<file path="src/flash_ctrl_pkg.sv">
// Purpose: Shared constants for the flash write and erase controller.
// Assumes: APB register access, 20 MHz pclk.
// Notes:   Offsets are byte addresses within the controller window.
package flash_ctrl_pkg;
   localparam logic [11:0] OFS_READY_STATUS   = 12'h400;
   localparam logic [11:0] OFS_WRITE_BUF_FREE = 12'h408;
   localparam logic [11:0] OFS_ACCESS_MODE    = 12'h504;
   localparam logic [11:0] OFS_PAGE_ERASE     = 12'h508;
   localparam logic [11:0] OFS_FULL_ERASE     = 12'h50c;
   localparam logic [11:0] OFS_PAGE_ERASE_B   = 12'h510;
   localparam logic [11:0] OFS_UCFG_ERASE     = 12'h514;
   localparam logic [11:0] OFS_PARTIAL_ERASE  = 12'h518;
   localparam logic [11:0] OFS_PARTIAL_DUR    = 12'h51c;
   localparam logic [11:0] OFS_STATUS_EXTRA   = 12'h600;

   localparam logic [1:0]  MODE_READ_ONLY     = 2'h0;
   localparam logic [1:0]  MODE_WRITE_EN      = 2'h1;
   localparam logic [1:0]  MODE_ERASE_EN      = 2'h2;
   localparam logic [1:0]  MODE_RESET         = 2'h0;
   localparam logic [31:0] READY_RESET        = 32'h0000_0001;
   localparam logic [31:0] WBUF_FREE_RESET    = 32'h0000_0001;
   localparam logic [31:0] PARTIAL_DUR_RESET  = 32'h0000_000a;

   localparam int CLK_HZ           = 20000000;
   localparam int WRITE_TIME_NS    = 42500;
   localparam int PAGE_ERASE_US    = 87500;
   localparam int FULL_ERASE_US    = 173000;
   // Longest times round down to whole cycles.
   localparam int WRITE_CYCLES     = (WRITE_TIME_NS / 50);
   localparam int PAGE_ERASE_CYC   = (PAGE_ERASE_US / 1000) * (CLK_HZ / 1000)
                                     + ((PAGE_ERASE_US % 1000) * (CLK_HZ / 1000)) / 1000;
   localparam int FULL_ERASE_CYC   = (FULL_ERASE_US / 1000) * (CLK_HZ / 1000);
   localparam int MS_CYCLES        = CLK_HZ / 1000;

   typedef enum logic [5:0] {
      ST_IDLE    = 6'b00_0001,
      ST_WRITE   = 6'b00_0010,
      ST_PAGE    = 6'b00_0100,
      ST_PARTIAL = 6'b00_1000,
      ST_UCFG    = 6'b01_0000,
      ST_FULL    = 6'b10_0000
   } op_state_t;
endpackage : flash_ctrl_pkg

</file>
<file path="src/flash_write_erase_controller.sv">
// Purpose: Sequences word writes and erases of the flash array and the
//          user configuration area, with APB control registers.
// Assumes: Array ports are synchronous; one array command at a time.
// Notes:   Timing counts are parameters so that short runs stay practical.
// Function
// - Writes only in write-enable mode, erases only in erase-enable mode.
// - Only full aligned 32-bit words are taken as program operations.
// - Programming only clears bits; stored data is ANDed with new word.
// - Byte or half-word program access raises a hard fault.
// - Processor fetch stalls while any operation runs.
// - With buffer free, next word is buffered and starts after current.
// - Page erase trigger erases one page to all ones.
// - Configuration writes take effect only after next reset.
// - Configuration erase sets area to ones in page erase time.
// - Full erase clears flash and configuration area, not factory area.
// - Protection blocks only the configuration erase command.
// - Power fail below threshold blocks every write and erase.
// - Erase request under power-fail warning is silently ignored.
// - Write under power-fail warning raises a hard fault.
// - Partial erase applies only to code pages.
// - Partial slices accumulate; reaching page erase time erases and counts cycle.
// - Partially erased page reads undefined until time is reached.
// - Ready bit reads 0 while busy, 1 idle, resets to 1.
// - Buffer-free bit reads 1 when a write can be taken.
// - Durations stay within write, page and full erase limits.
`timescale 1ns/100ps
`default_nettype none
module flash_write_erase_controller
   import flash_ctrl_pkg::*;
#(
   parameter int ADDR_W       = 18,
   parameter int PAGE_BITS    = 12,
   parameter int WRITE_CYC    = WRITE_CYCLES,
   parameter int PAGE_CYC     = PAGE_ERASE_CYC,
   parameter int FULL_CYC     = FULL_ERASE_CYC,
   parameter int MS_CYC       = MS_CYCLES
) (
   input  wire logic              pclk,
   input  wire logic              presetn,
   input  wire logic              psel,
   input  wire logic              penable,
   input  wire logic              pwrite,
   input  wire logic [11:0]       paddr,
   input  wire logic [31:0]       pwdata,
   output logic      [31:0]       prdata,
   output logic                   pready,
   output logic                   pslverr,
   input  wire logic              mem_wr_valid,
   input  wire logic              mem_wr_ucfg,
   input  wire logic [ADDR_W-1:0] mem_wr_addr,
   input  wire logic [31:0]       mem_wr_data,
   input  wire logic [3:0]        mem_wr_strb,
   output logic                   mem_wr_ready,
   input  wire logic              fetch_req,
   output logic                   fetch_stall,
   output logic                   hard_fault,
   input  wire logic              access_port_protection,
   input  wire logic              pof_enable,
   input  wire logic              pof_warning,
   output logic                   arr_prog,
   output logic                   arr_ucfg,
   output logic [ADDR_W-1:0]      arr_addr,
   output logic [31:0]            arr_data,
   output logic                   arr_page_erase,
   output logic                   arr_ucfg_erase,
   output logic                   arr_full_erase,
   output logic                   arr_busy,
   output logic                   page_undefined,
   output logic [15:0]            erase_cycle_count,
   output logic                   ucfg_reload
);
   initial begin
      if (ADDR_W < PAGE_BITS + 1 || PAGE_BITS < 2 || WRITE_CYC < 1 || PAGE_CYC < 1
          || FULL_CYC < 1 || MS_CYC < 1) begin
         $error("flash_write_erase_controller: unsupported parameters");
      end
   end

   op_state_t             state_ff;
   logic [1:0]            mode_ff;
   logic [31:0]           pdur_ff;
   logic [31:0]           timer_ff;
   logic [31:0]           acc_ff;
   logic [ADDR_W-1:0]     ppage_ff;
   logic                  pactive_ff;
   logic                  buf_vld_ff;
   logic                  buf_ucfg_ff;
   logic [ADDR_W-1:0]     buf_addr_ff;
   logic [31:0]           buf_data_ff;
   logic                  ucfg_dirty_ff;
   logic                  wr_pulse;
   logic                  pof_block;
   logic                  erase_ok;
   logic                  wr_full;
   logic                  timer_done;
   logic [ADDR_W-1:0]     page_of_wdata;
   logic [31:0]           slice_cyc;

   function automatic logic [ADDR_W-1:0] page_base(input logic [31:0] a);
      logic [ADDR_W-1:0] r;
      r = a[ADDR_W-1:0];
      r[PAGE_BITS-1:0] = '0;
      return r;
   endfunction : page_base

   // ---------------------------------------------------------------
   // APB slave
   // ---------------------------------------------------------------
   assign pready        = 1'b1;
   assign wr_pulse      = psel && penable && pwrite;
   assign page_of_wdata = page_base(pwdata);
   assign pof_block     = pof_enable && pof_warning;
   assign timer_done    = (timer_ff == 32'h0000_0001);
   assign slice_cyc     = 32'(pdur_ff * 32'(MS_CYC));

   always_comb begin
      prdata  = 32'h0000_0000;
      pslverr = 1'b0;
      case (paddr)
         OFS_READY_STATUS:   prdata = {31'h0000_0000, state_ff == ST_IDLE};
         OFS_WRITE_BUF_FREE: prdata = {31'h0000_0000, !buf_vld_ff};
         OFS_ACCESS_MODE:    prdata = {30'h0000_0000, mode_ff};
         OFS_PARTIAL_DUR:    prdata = pdur_ff;
         OFS_STATUS_EXTRA:   prdata = {15'h0000, page_undefined, erase_cycle_count};
         OFS_PAGE_ERASE, OFS_FULL_ERASE, OFS_PAGE_ERASE_B, OFS_UCFG_ERASE,
         OFS_PARTIAL_ERASE:  prdata = 32'h0000_0000;
         default:            pslverr = psel && penable;
      endcase
   end

   always_ff @(posedge pclk or negedge presetn) begin
      if (!presetn) begin
         mode_ff <= MODE_RESET;
         pdur_ff <= PARTIAL_DUR_RESET;
      end else if (wr_pulse && paddr == OFS_ACCESS_MODE) begin
         mode_ff <= pwdata[1:0];
      end else if (wr_pulse && paddr == OFS_PARTIAL_DUR) begin
         pdur_ff <= pwdata;
      end
   end

   // ---------------------------------------------------------------
   // Word write intake
   // ---------------------------------------------------------------
   // full word only
   assign wr_full      = (mem_wr_strb == 4'hf) && (mem_wr_addr[1:0] == 2'b00);
   assign mem_wr_ready = !buf_vld_ff;
   assign erase_ok     = (mode_ff == MODE_ERASE_EN) && !pof_block;

   always_ff @(posedge pclk or negedge presetn) begin
      if (!presetn) begin
         hard_fault <= 1'b0;
      end else begin
         hard_fault <= mem_wr_valid && !buf_vld_ff && mode_ff == MODE_WRITE_EN
                       && (!wr_full || pof_block);
      end
   end

   always_ff @(posedge pclk or negedge presetn) begin
      if (!presetn) begin
         buf_vld_ff  <= 1'b0;
         buf_ucfg_ff <= 1'b0;
         buf_addr_ff <= '0;
         buf_data_ff <= 32'h0000_0000;
      end else if (mem_wr_valid && !buf_vld_ff && mode_ff == MODE_WRITE_EN
                   && wr_full && !pof_block) begin
         buf_vld_ff  <= 1'b1;
         buf_ucfg_ff <= mem_wr_ucfg;
         buf_addr_ff <= mem_wr_addr;
         buf_data_ff <= mem_wr_data;
      end else if (state_ff == ST_IDLE && buf_vld_ff) begin
         buf_vld_ff  <= 1'b0;
      end else if (state_ff == ST_WRITE && timer_done && buf_vld_ff) begin
         buf_vld_ff  <= 1'b0;
      end
   end

   // ---------------------------------------------------------------
   // Operation sequencer
   // ---------------------------------------------------------------
   // timed operations
   always_ff @(posedge pclk or negedge presetn) begin
      if (!presetn) begin
         state_ff <= ST_IDLE;
         timer_ff <= 32'h0000_0000;
         arr_addr <= '0;
         arr_data <= 32'h0000_0000;
         arr_ucfg <= 1'b0;
      end else begin
         case (state_ff)
            ST_IDLE: begin
               if (buf_vld_ff) begin
                  state_ff <= ST_WRITE;
                  timer_ff <= 32'(WRITE_CYC);
                  arr_addr <= buf_addr_ff;
                  arr_data <= buf_data_ff;
                  arr_ucfg <= buf_ucfg_ff;
               end else if (wr_pulse && erase_ok) begin
                  if (paddr == OFS_PAGE_ERASE || paddr == OFS_PAGE_ERASE_B) begin
                     state_ff <= ST_PAGE;
                     timer_ff <= 32'(PAGE_CYC);
                     arr_addr <= page_of_wdata;
                  end else if (paddr == OFS_FULL_ERASE && pwdata[0]) begin
                     state_ff <= ST_FULL;
                     timer_ff <= 32'(FULL_CYC);
                  end else if (paddr == OFS_UCFG_ERASE && pwdata[0]
                               && !access_port_protection) begin
                     state_ff <= ST_UCFG;
                     timer_ff <= 32'(PAGE_CYC);
                  end else if (paddr == OFS_PARTIAL_ERASE && pdur_ff != 32'h0000_0000) begin
                     state_ff <= ST_PARTIAL;
                     timer_ff <= slice_cyc;
                     arr_addr <= page_of_wdata;
                  end
               end
            end
            ST_WRITE: begin
               if (timer_done) begin
                  if (buf_vld_ff) begin
                     timer_ff <= 32'(WRITE_CYC);
                     arr_addr <= buf_addr_ff;
                     arr_data <= buf_data_ff;
                     arr_ucfg <= buf_ucfg_ff;
                  end else begin
                     state_ff <= ST_IDLE;
                  end
               end else begin
                  timer_ff <= timer_ff - 32'h0000_0001;
               end
            end
            ST_PAGE, ST_PARTIAL, ST_UCFG, ST_FULL: begin
               if (timer_done) begin
                  state_ff <= ST_IDLE;
               end else begin
                  timer_ff <= timer_ff - 32'h0000_0001;
               end
            end
            default: state_ff <= ST_IDLE;
         endcase
      end
   end

   // ---------------------------------------------------------------
   // Array strobes and stall
   // ---------------------------------------------------------------
   // array applies AND of old and new data
   assign arr_prog       = (state_ff == ST_WRITE) && timer_done;
   assign arr_page_erase = ((state_ff == ST_PAGE) && timer_done)
                           || ((state_ff == ST_PARTIAL) && timer_done
                               && acc_ff + slice_cyc >= 32'(PAGE_CYC));
   assign arr_ucfg_erase = (state_ff == ST_UCFG) && timer_done;
   assign arr_full_erase = (state_ff == ST_FULL) && timer_done;
   assign arr_busy       = (state_ff != ST_IDLE);
   assign fetch_stall    = fetch_req && (state_ff != ST_IDLE);

   // ---------------------------------------------------------------
   // Partial erase accumulation
   // ---------------------------------------------------------------
   // accumulate slices
   always_ff @(posedge pclk or negedge presetn) begin
      if (!presetn) begin
         acc_ff            <= 32'h0000_0000;
         ppage_ff          <= '0;
         pactive_ff        <= 1'b0;
         erase_cycle_count <= 16'h0000;
      end else if (state_ff == ST_IDLE && wr_pulse && erase_ok
                   && paddr == OFS_PARTIAL_ERASE && pdur_ff != 32'h0000_0000
                   && !buf_vld_ff && page_of_wdata != ppage_ff) begin
         acc_ff     <= 32'h0000_0000;
         ppage_ff   <= page_of_wdata;
         pactive_ff <= 1'b1;
      end else if (state_ff == ST_IDLE && wr_pulse && erase_ok && !buf_vld_ff
                   && paddr == OFS_PARTIAL_ERASE && pdur_ff != 32'h0000_0000) begin
         pactive_ff <= 1'b1;
      end else if (state_ff == ST_PARTIAL && timer_done) begin
         if (arr_page_erase) begin
            acc_ff            <= 32'h0000_0000;
            pactive_ff        <= 1'b0;
            erase_cycle_count <= erase_cycle_count + 16'h0001;
         end else begin
            acc_ff <= acc_ff + slice_cyc;
         end
      end else if (state_ff == ST_PARTIAL) begin
         acc_ff <= acc_ff;
      end else if (arr_full_erase || (arr_page_erase && arr_addr == ppage_ff)) begin
         // Only an erase that covers the sliced page makes it defined again.
         acc_ff     <= 32'h0000_0000;
         pactive_ff <= 1'b0;
      end
   end
   assign page_undefined = pactive_ff;

   always_ff @(posedge pclk or negedge presetn) begin
      if (!presetn) begin
         ucfg_dirty_ff <= 1'b0;
      end else if ((arr_prog && arr_ucfg) || arr_ucfg_erase || arr_full_erase) begin
         ucfg_dirty_ff <= 1'b1;
      end
   end
   // Tells the system that changed configuration waits for the next reset.
   assign ucfg_reload = ucfg_dirty_ff;

   // ---------------------------------------------------------------
   // Assertions
   // ---------------------------------------------------------------
   property p_ready_idle;
      @(posedge pclk) disable iff (!presetn)
         (paddr == OFS_READY_STATUS) |-> (prdata[0] == (state_ff == ST_IDLE));
   endproperty
   a_ready_idle: assert property (p_ready_idle) else $error("ready bit wrong");

   property p_buf_free;
      @(posedge pclk) disable iff (!presetn)
         (paddr == OFS_WRITE_BUF_FREE) |-> (prdata[0] == mem_wr_ready);
   endproperty
   a_buf_free: assert property (p_buf_free) else $error("buffer free bit wrong");

   property p_no_erase_wrong_mode;
      @(posedge pclk) disable iff (!presetn)
         (state_ff == ST_IDLE && mode_ff != MODE_ERASE_EN && !buf_vld_ff)
         |=> (state_ff == ST_IDLE || state_ff == ST_WRITE);
   endproperty
   a_no_erase_wrong_mode: assert property (p_no_erase_wrong_mode) else $error("erase without mode");

   property p_protect_ucfg;
      @(posedge pclk) disable iff (!presetn)
         (state_ff == ST_IDLE && access_port_protection) |=> (state_ff != ST_UCFG);
   endproperty
   a_protect_ucfg: assert property (p_protect_ucfg) else $error("protected erase ran");

   property p_pof_erase;
      @(posedge pclk) disable iff (!presetn)
         (state_ff == ST_IDLE && pof_block && !buf_vld_ff) |=> (state_ff == ST_IDLE);
   endproperty
   a_pof_erase: assert property (p_pof_erase) else $error("erase under power fail");

   property p_byte_fault;
      @(posedge pclk) disable iff (!presetn)
         (mem_wr_valid && mem_wr_ready && mode_ff == MODE_WRITE_EN && !wr_full)
         |=> (hard_fault && !buf_vld_ff);
   endproperty
   a_byte_fault: assert property (p_byte_fault) else $error("partial word accepted");

   property p_stall;
      @(posedge pclk) disable iff (!presetn)
         (fetch_req && state_ff != ST_IDLE) |-> fetch_stall;
   endproperty
   a_stall: assert property (p_stall) else $error("fetch not stalled");

   property p_write_time;
      @(posedge pclk) disable iff (!presetn)
         $rose(state_ff == ST_WRITE) |-> (timer_ff <= 32'(WRITE_CYC));
   endproperty
   a_write_time: assert property (p_write_time) else $error("write too long");

   property p_chain;
      @(posedge pclk) disable iff (!presetn)
         (arr_prog && buf_vld_ff) |=> (state_ff == ST_WRITE && !buf_vld_ff);
   endproperty
   a_chain: assert property (p_chain) else $error("buffered write not chained");

   c_write: cover property (@(posedge pclk) disable iff (!presetn) arr_prog);
   c_page:  cover property (@(posedge pclk) disable iff (!presetn) arr_page_erase);
   c_full:  cover property (@(posedge pclk) disable iff (!presetn) arr_full_erase);
   c_fault: cover property (@(posedge pclk) disable iff (!presetn) hard_fault);
endmodule : flash_write_erase_controller
`default_nettype wire

</file>
<file path="config.mk">
export PLATFORM = sky130hd
export DESIGN_NAME = flash_write_erase_controller
export DESIGN_NICKNAME = d
export VERILOG_FILES = /design/src/flash_ctrl_pkg.sv /design/src/flash_write_erase_controller.sv
export SDC_FILE = /design/constraint.sdc
export NUM_CORES = 1
export LEC_CHECK = 0
export ABC_AREA = 1
export BUFFER_PORTS_ARGS = -buffer_cell sky130_fd_sc_hd__buf_2
export CAP_MARGIN = 20
export CELL_PAD_IN_SITES_DETAIL_PLACEMENT = 1
export CELL_PAD_IN_SITES_GLOBAL_PLACEMENT = 1
export CORE_ASPECT_RATIO = 1.4
export CORE_MARGIN = 1
export CORE_UTILIZATION = 35
export DETAILED_ROUTE_END_ITERATION = 8
export PLACE_DENSITY = 0.77
export RECOVER_POWER = 100
export REMOVE_ABC_BUFFERS = 1
export SYNTH_ARGS = -nofsm -noshare
export SYNTH_HDL_FRONTEND = slang
export SYNTH_SLANG_ARGS = --single-unit
</file>
<file path="constraint.sdc">
create_clock -name pclk -period 9.52 [get_ports pclk]
set_clock_uncertainty 0.2 [all_clocks]
set_input_delay 0.952 -clock pclk [delete_from_list [all_inputs] [get_ports pclk]]
set_output_delay 0.952 -clock pclk [all_outputs]
set_load 0.05 [all_outputs]
</file>
==> summary.txt, run 1 <==
Critical path
  • Worst setup EP type: primary output
  • CP max FO: 18
  • Slowest stage delay, CP: ~0.58 ns
  • CP required: between 8 and 9 ns
  • Critical path class: reg2out
  • R2R Setup Slk: about 1.2 ns
  • Arrival time at the worst endpoint: a little under 8 ns
  • CP max stage cell: fa_1
  • Element type at the critical path start: register
  • Crit path top cell by count: inv_1

GRT
  • First-pass GRT wire length: about 90 mm
  • Largest net degree at the start of global routing: 103
  • Initial antenna violation count: 2
  • Vias in the first global route: between 15000 and 20000
  • Total gr overflow: 0
  • Total track usage: 0.237

Timing
  • Setup violators final: 0
  • Minimum clock period: slightly above 9 ns
  • Total Neg Setup Slack: 0 ns
  • Max Slew Vio Count: about 440
  • Final period util: 0.950
  • Slew @ Worst Pin: slightly below 6 ns
  • RSZ-0062 raised after global routing: false
  • Fmax: 111 MHz
  • Relative slew slack: -2.91
  • Hold Fails Final Rpt: 0

Logic synthesis
  • Syn Std Cell Area: 16200 um^2
  • Mux cell area share after synthesis: 0.0430
  • Cell taking the most area after synthesis: dfrtp_1
  • Synth Area in Compound Gates: 0.101
  • Share of the synthesized area in the top cell type: 0.345
  • Seq/Total Area, Yosys: 0.350
  • Post-Synth XOR/XNOR Area: 0.0394
  • Largest family of logic cells by synthesized area: simple AND/OR/NAND/NOR gates
  • Number of enable flip-flop cells after synthesis: 0
  • Syn Inst Count: between 1500 and 2000
  • Ys Warns: 0
  • Distinct cells, synth: ~60
  • Synth Area in Adders: 0.153
  • Synth area leaders: dfrtp_1 (35%), inv_1 (8.9%), ha_1 (8.4%)
  • Seq cells post-synth: between 200 and 250
  • Ys flop type: dfrtp_1
  • Syn_area_per_cell: ~8.1 um^2
  • Simple-gate share of the synthesized area: 0.210
  • Post-synth ARST share: 1.00

Placement
  • Placed Area: approximately 18000 um^2
  • Routability cong.: between 0.9 and 1
  • Port buffer count: roughly 220
  • Post-DP HPWL: around 45 mm

Finish
  • Area grow syn2layout: 14.7%
  • Fraction of layout cells with a size suffix above 1: 0.121
  • # fillers: around 5700
  • Antenna diodes: 0
  • Net count, final: around 2500
  • Most common cell after layout, fill and taps aside: inv_1
  • Register Area: ~5700 um^2
  • Area used by multi-input combinational logic: ~8800 um^2
  • Post-route cell area: around 19000 um^2
  • Most frequent cells in the layout: inv_1 (386), nand2_1 (326), dfrtp_1 (224), nor2_1 (199), clkbuf_1 (120)

Detailed routing
  • Vias per inst: 5.13
  • Initial drt markers: 527
  • Routed Antenna Nets: 0
  • DR vias: around 15000
  • Routed WL: 55.3 mm
  • Iteration count of the initial detailed-routing pass: 4
  • DR WL/cell: 19.4 um
  • Remaining DRCs: 0

Pwr
  • Pwr per Cell Area: 119 nW/um^2
  • Worst vdd ir: 0.000143 V
  • Lkg Pwr: ~9.6 nW

Floorplanning
  • Core footprint: ~46000 um^2
  • Die height: 257 um
  • IO Pins: 220
  • DIE AREA: around 47000 um^2
  • Chip width: between 150 and 200 um
  • Std-Cell Rows: between 90 and 100
  • Initial Util: 0.354

Job
  • Max Cap Viol: 7

Clock network
  • TritonCTS Buffers: 25
  • CTS Sinks: roughly 230
  • Hold-fix buffers, CTS: 0
  • CTS tree: built
  • CTS clk-pin slew, worst paths: 0.06 ns
  • Clock Tree Buf Depth: 3
  • CTS Root Cell: clkbuf_16
  • Clk_lat worst skew: 0.54 ns
  • H-tree depth: 1

Hold path
  • Hold Path Class: reg2reg

Status
  • Status: finished, violations left
  • Failing checks: max-capacitance violations, max-slew violations
registers in the layout, indices dropped and copies added, names as in the netlist:
| signal | flops |
|---|---|
| arr_addr | 18 |
| hard_fault | 1 |
| mode_ff | 2 |
| ucfg_reload | 1 |
| pdur_ff | 32 |
| erase_cycle_count | 16 |
| arr_ucfg | 1 |
| state_ff | 6 |
| buf_data_ff | 32 |
| buf_vld_ff | 1 |
| arr_data | 32 |
| timer_ff | 32 |
| acc_ff | 27 |
| ppage_ff | 6 |
| buf_ucfg_ff | 1 |
| buf_addr_ff | 18 |
| page_undefined | 1 |
worst max-delay path, delay by kind of cell (launching register included):
kind,cells,cell delay (ns)
AO/OA/AOI/OAI,9,1.43
XOR/XNOR,2,0.40
adder cells (fa/ha/maj),7,2.89
buffers and inverters,10,1.21
flip-flops,1,0.47
AND/OR/NAND/NOR,8,0.93
timing repair:
action                     4_1_cts  5_1_grt
gates resized for setup          0        3
setup buffers                    0        0
setup endpoints to repair        0        1
cells by family after synthesis:
logic type / Yosys count
muxes: 62
other: 1
adders and majority gates: 165
DFF: 227
AOI/OAI and AO/OA: 287
and+or+nand+nor: 751
xor gates and xnor gates: 73
buffers and inverters: 433
per-layer routing:
| metal | part of all wire | track usage | vias to the layer above |
|---|---|---|---|
| li1 | - | - | 6847 |
| met1 | 0.37 | 0.251 | 7268 |
| met2 | 0.54 | 0.451 | 365 |
| met3 | 0.048 | 0.0391 | 120 |
| met4 | 0.049 | 0.108 | 4 |
| met5 | 0.00040 | 0 | - |
synthesized netlist by cell type (50+ instances only):
cell,n
nand4_1,51
xor2_1,50
nand2_1,326
inv_1,385
nor2_1,197
o21ai_0,89
dfrtp_1,224
fa_1,56
ha_1,109
a21oi_1,99
mux2_2,62
nand3_1,72
final cells by class:
cell class	count	area share
clock buffers	32	0.0366
clock inverters	13	0.00994
inverters	390	0.0787
multi-input cells	1339	0.474
flip-flops and latches	227	0.305
well taps	617	0.0414
repair buffers	228	0.0539
per-stage QoR:
stage	util	hold slack, ns	std cells	power, mW	setup WS [ns]
floorplan	-	0.236	1956	1.11	2.31
global placement	0.392	0.253	2801	1.19	0.941
detailed placement	0.392	0.266	2801	1.19	0.825
CTS	0.411	0.279	2846	2.24	0.232
global route	0.406	0.294	2846	2.30	0.0362
finish	0.406	0.279	2846	2.22	0.475
path summary, 6_finish.rpt:
check / startpoint / end / depth (start not counted)
worst max-delay path: pdur_ff[4]$_DFFE_PN0P_ / arr_page_erase / 36
worst min-delay path: ucfg_reload$_DFFE_PN0P_ / ucfg_reload$_DFFE_PN0P_ / 1
worst max register to register: pdur_ff[4]$_DFFE_PN0P_ / acc_ff[13]$_DFFE_PN0P_ / 38
worst min register to register: ucfg_reload$_DFFE_PN0P_ / ucfg_reload$_DFFE_PN0P_ / 1
max in group asynchronous: presetn / timer_ff[23]$_DFFE_PN0P_ / 2
min in group asynchronous: presetn / arr_data[12]$_DFFE_PN0P_ / 1
power breakdown:
part           internal (mW)  switching, mW  total [mW]
clock network          0.617          0.428        1.04
registers              0.965       0.000248       0.965
logic                 0.0678          0.143       0.210
total                   1.65          0.571        2.22
No activity file was read; power rests on OpenSTA's default activity.
==> run 2: changes to the inputs <==
- ABC_AREA: 1 -> not set
- CAP_MARGIN: 20 -> 40
- MAX_ROUTING_LAYER: not set -> met4
- PLACE_DENSITY: 0.77 -> 0.76
==> run 2 against run 1 <==
Final area decreased by 4.6%. Final cell count is 16% lower. Routed wire length decreased by 6.6%. Setup slack worse by 0.19 ns. The run still ends with max-capacitance violations, max-slew violations left. Clock power down 4%. Via count shrank 11%. Maximum frequency is 2.1% lower.
==> summary.txt, run 2 <==
Logic synthesis
  • Cell taking the most area after synthesis: dfrtp_1
  • Share of the synthesized area in the top cell type: 0.369 (+0.0241)
  • Ys flop type: dfrtp_1
  • Seq cells post-synth: 227 (unchanged)
  • Simple-gate share of the synthesized area: 0.146 (-0.0633)
  • Mux cell area share after synthesis: 0.0728 (+0.0298)
  • Post-Synth XOR/XNOR Area: 0.0432 (+0.00382)
  • Ys Warns: 0 (unchanged)
  • Syn_area_per_cell: 9.58 um^2 (+18%)
  • Largest family of logic cells by synthesized area: adder cells
  • Synth cell count leaders: dfrtp_1 (224), inv_1 (180), nand2_1 (169), o21ai_0 (125), ha_1 (109)
  • Syn Inst Count: 1585 (-21%)
  • Seq/Total Area, Yosys: 0.374 (+0.0244)
  • Most common cell in the netlist: dfrtp_1
  • Synth area leaders: dfrtp_1 (37%), ha_1 (9.0%), fa_1 (7.4%)
  • Synth Area in Compound Gates: 0.142 (+0.0404)
  • Distinct cells, synth: 85 (+44%)
  • Post-synth ARST share: 1.00 (unchanged)
  • Number of enable flip-flop cells after synthesis: 0 (unchanged)
  • Synth Area in Adders: 0.164 (+0.0107)
  • Syn Std Cell Area: 15200 um^2 (-6.5%)

Detailed routing
  • DR vias: 13000 (-11%)
  • Routed WL: 51.6 mm (-6.6%)
  • Initial drt markers: 506 (-4.0%)
  • Met1 wire length: 19.2 mm (-5.5%)
  • Iteration count of the initial detailed-routing pass: 7 (+3)
  • Remaining DRCs: 0 (unchanged)
  • Vias per inst: 5.43 (+5.9%)
  • Highest metal used: met4
  • Routed Antenna Nets: 0 (unchanged)
  • DR WL/cell: 21.6 um (+11%)
  • Met2 wire length: 27.6 mm (-6.7%)
  • Routed wl met3: 2.26 mm (-14%)

Hold path
  • Hold Path Class: reg2reg
  • Cells on Worst Hold Path: 2 (+1)

Clock network
  • Clk_lat worst skew: 0.54 ns (about the same)
  • Clock Tree Buf Depth: 3 (unchanged)
  • CTS tree: built
  • H-tree depth: 1 (unchanged)
  • CTS clk-pin slew, worst paths: 0.07 ns (about the same)
  • CTS Root Cell: clkbuf_16
  • TritonCTS Buffers: 24 (-4.0%)
  • CTS Sinks: 227 (unchanged)

Floorplanning
  • Std-Cell Rows: 89 (-4.3%)
  • Die height: 248 um (-3.3%)
  • Core footprint: 42400 um^2 (-7.5%)
  • IO Pins: 220 (unchanged)
  • Initial Util: 0.358 (+0.00361)
  • DIE AREA: 44200 um^2 (-6.5%)
  • Chip width: 178 um (-3.3%)

Timing
  • Slew @ Worst Pin: 5.92 ns (+0.0494 ns)
  • Total Neg Setup Slack: 0 ns (unchanged)
  • Fmax: 108 MHz (-2.1%)
  • Max Slew Vio Count: 427 (-3.8%)
  • Final period util: 0.970 (+0.0202)
  • Hold Fails Final Rpt: 0 (unchanged)
  • Relative slew slack: -2.95 (-0.0329)
  • Setup violators final: 0 (unchanged)
  • Minimum clock period: 9.24 ns (+0.192 ns)

GRT
  • Total track usage: 0.241 (+0.00368)
  • First-pass GRT wire length: 80.4 mm (-8.1%)
  • Total gr overflow: 0 (unchanged)
  • Largest net degree at the start of global routing: 105 (+1.9%)
  • Initial antenna violation count: 2 (unchanged)
  • Vias in the first global route: 14300 (-12%)

Critical path
  • Critical path class: reg2out
  • CP max stage cell: fa_1
  • CP required: 8.37 ns (about the same)
  • CP max FO: 5 (-13)
  • Worst setup EP type: primary output
  • Element type at the critical path start: register
  • Slowest stage delay, CP: 0.53 ns (-0.05 ns)
  • Arrival time at the worst endpoint: 8.09 ns (+0.20 ns)
  • Crit path top cell by count: inv_1
  • Worst reg2reg path depth: 32 (-16%)

Placement
  • Port buffer count: 218 (unchanged)
  • Post-DP HPWL: 40.2 mm (-11%)
  • Placed Area: 17000 um^2 (-5.7%)
  • Routability cong.: 0.927 (-5.8%)

Status
  • Status: finished, violations left
  • Failing checks: max-capacitance violations, max-slew violations

Pwr
  • Pwr Total: 2.50 mW (+13%)
  • Cell Int Power: 1.75 mW (+6.4%)
  • Lkg Pwr: 8.63 nW (-10%)
  • Combinational cell fraction of total power: 0.215 (+0.120)
  • Worst vdd ir: 0.000133 V (-6.6%)
  • Pwr per Cell Area: 141 nW/um^2 (+18%)
  • Net Sw Power: 748 uW (+31%)
  • Switching part of the total power: 0.299 (+0.0417)
  • Share of power burned in registers: 0.386 (-0.049)
  • Clock network fraction of design power: 0.399 (-0.072)

Finish
  • Fraction of layout cells with a size suffix above 1: 0.170 (+0.0493)
  • Most frequent cells in the layout: dfrtp_1 (222), inv_1 (172), nand2_1 (169), o21ai_0 (125), clkbuf_1 (123)
  • Net count, final: 2094 (-16%)
  • Most common cell after layout, fill and taps aside: dfrtp_1
  • Post-route cell area: 17800 um^2 (-4.6%)
  • Area grow syn2layout: 17.1%

Job
  • Max Cap Viol: 8 (+1)
## run 2: cell types whose count changed after synthesis, moves of 19 or more
| cell | delta |
|---|---|
| a21oi_1 | -22 |
| and2_1 | +24 |
| inv_1 | -205 |
| mux2_2 | +28 |
| nand2_1 | -157 |
| nand3_1 | -43 |
| nand4_1 | -32 |
| nor2_1 | -127 |
| o21ai_0 | +36 |
| o22ai_1 | -19 |
## run 2: routing by layer
| layer | track usage | vias to the layer above |
|---|---|---|
| met1 | 0.251 | 6550 |
| met5 | - | - |
| met2 | 0.440 | 336 |
| li1 | - | 5945 |
| met4 | 0.102 | 0 |
| met3 | 0.0378 | 125 |
## run 2: power by group through the flow
stage          combinational, mW  sequential [mW]  clock (mW)
2_1_floorplan              0.329            0.983           0
3_3_place_gp               0.487            0.983           0
3_5_place_dp               0.502            0.983           0
4_1_cts                    0.510            0.965        1.02
5_1_grt                    0.586            0.965        1.05
6_report                   0.538            0.965       0.999
## run 2: path summary, 6_finish.rpt
| path | from | to | slack, ns |
|---|---|---|---|
| setup / recovery | pdur_ff[9]$_DFFE_PN0P_ | arr_page_erase | 0.28 |
| hold / removal | acc_ff[16]$_DFFE_PN0P_ | acc_ff[16]$_DFFE_PN0P_ | 0.29 |
| setup reg to reg | pdur_ff[9]$_DFFE_PN0P_ | acc_ff[10]$_DFFE_PN0P_ | 1.22 |
| hold reg to reg | acc_ff[16]$_DFFE_PN0P_ | acc_ff[16]$_DFFE_PN0P_ | 0.29 |
| max in group asynchronous | presetn | buf_data_ff[6]$_DFFE_PN0P_ | 1.53 |
| min in group asynchronous | presetn | arr_data[2]$_DFFE_PN0P_ | 2.40 |
## run 2: layout make-up
type | count | area (um^2)
Sequential cell | 227 | 5690
Timing Repair Buffer | 257 | 1220
Tap cell | 546 | 683
Clock buffer | 31 | 678
Clock inverter | 12 | 145
Inverter | 180 | 687
Multi-Input combinational cell | 1130 | 8670
Fill cell | 4944 | 24700
Antenna cell | 2 | 5.00
## run 2: cell families (layout without fill, tap and decap cells)
kind of cell,Yosys count,count (layout)
AND/OR/NAND/NOR,444,444
AO/OA/AOI/OAI,347,347
buffers and inverters,228,480
flip-flops,227,227
adder cells (fa/ha/maj),165,165
multiplexers,99,99
XOR/XNOR,74,74
other,1,3
## run 2: what timing repair did
| action | CTS | global route |
|---|---|---|
| setup endpoints to repair | 1 | 1 |
| pin swaps | 1 | 6 |
| hold buffers | 0 | 0 |
| gates resized for setup | 8 | 15 |
| setup buffers | 2 | 18 |
## run 2: critical path, delay by kind of cell, from the launching register on
| family | cells | cell delay [ns] |
|---|---|---|
| DFF | 1 | 0.43 |
| AOI/OAI and AO/OA | 12 | 2.44 |
| muxes | 1 | 0.24 |
| and+or+nand+nor | 4 | 0.67 |
| adders and majority gates | 7 | 2.81 |
| buffers and inverters | 8 | 0.94 |
## run 2: metrics by stage
step | hold WS (ns) | utilization | setup WS [ns] | cells
floorplan | 0.232 | - | 1.10 | 1537
global placement | 0.242 | 0.399 | 0.724 | 2316
detailed placement | 0.273 | 0.400 | 0.355 | 2320
CTS | 0.280 | 0.420 | 0.00414 | 2365
global route | 0.313 | 0.419 | -0.0451 | 2385
finish | 0.287 | 0.419 | 0.283 | 2385
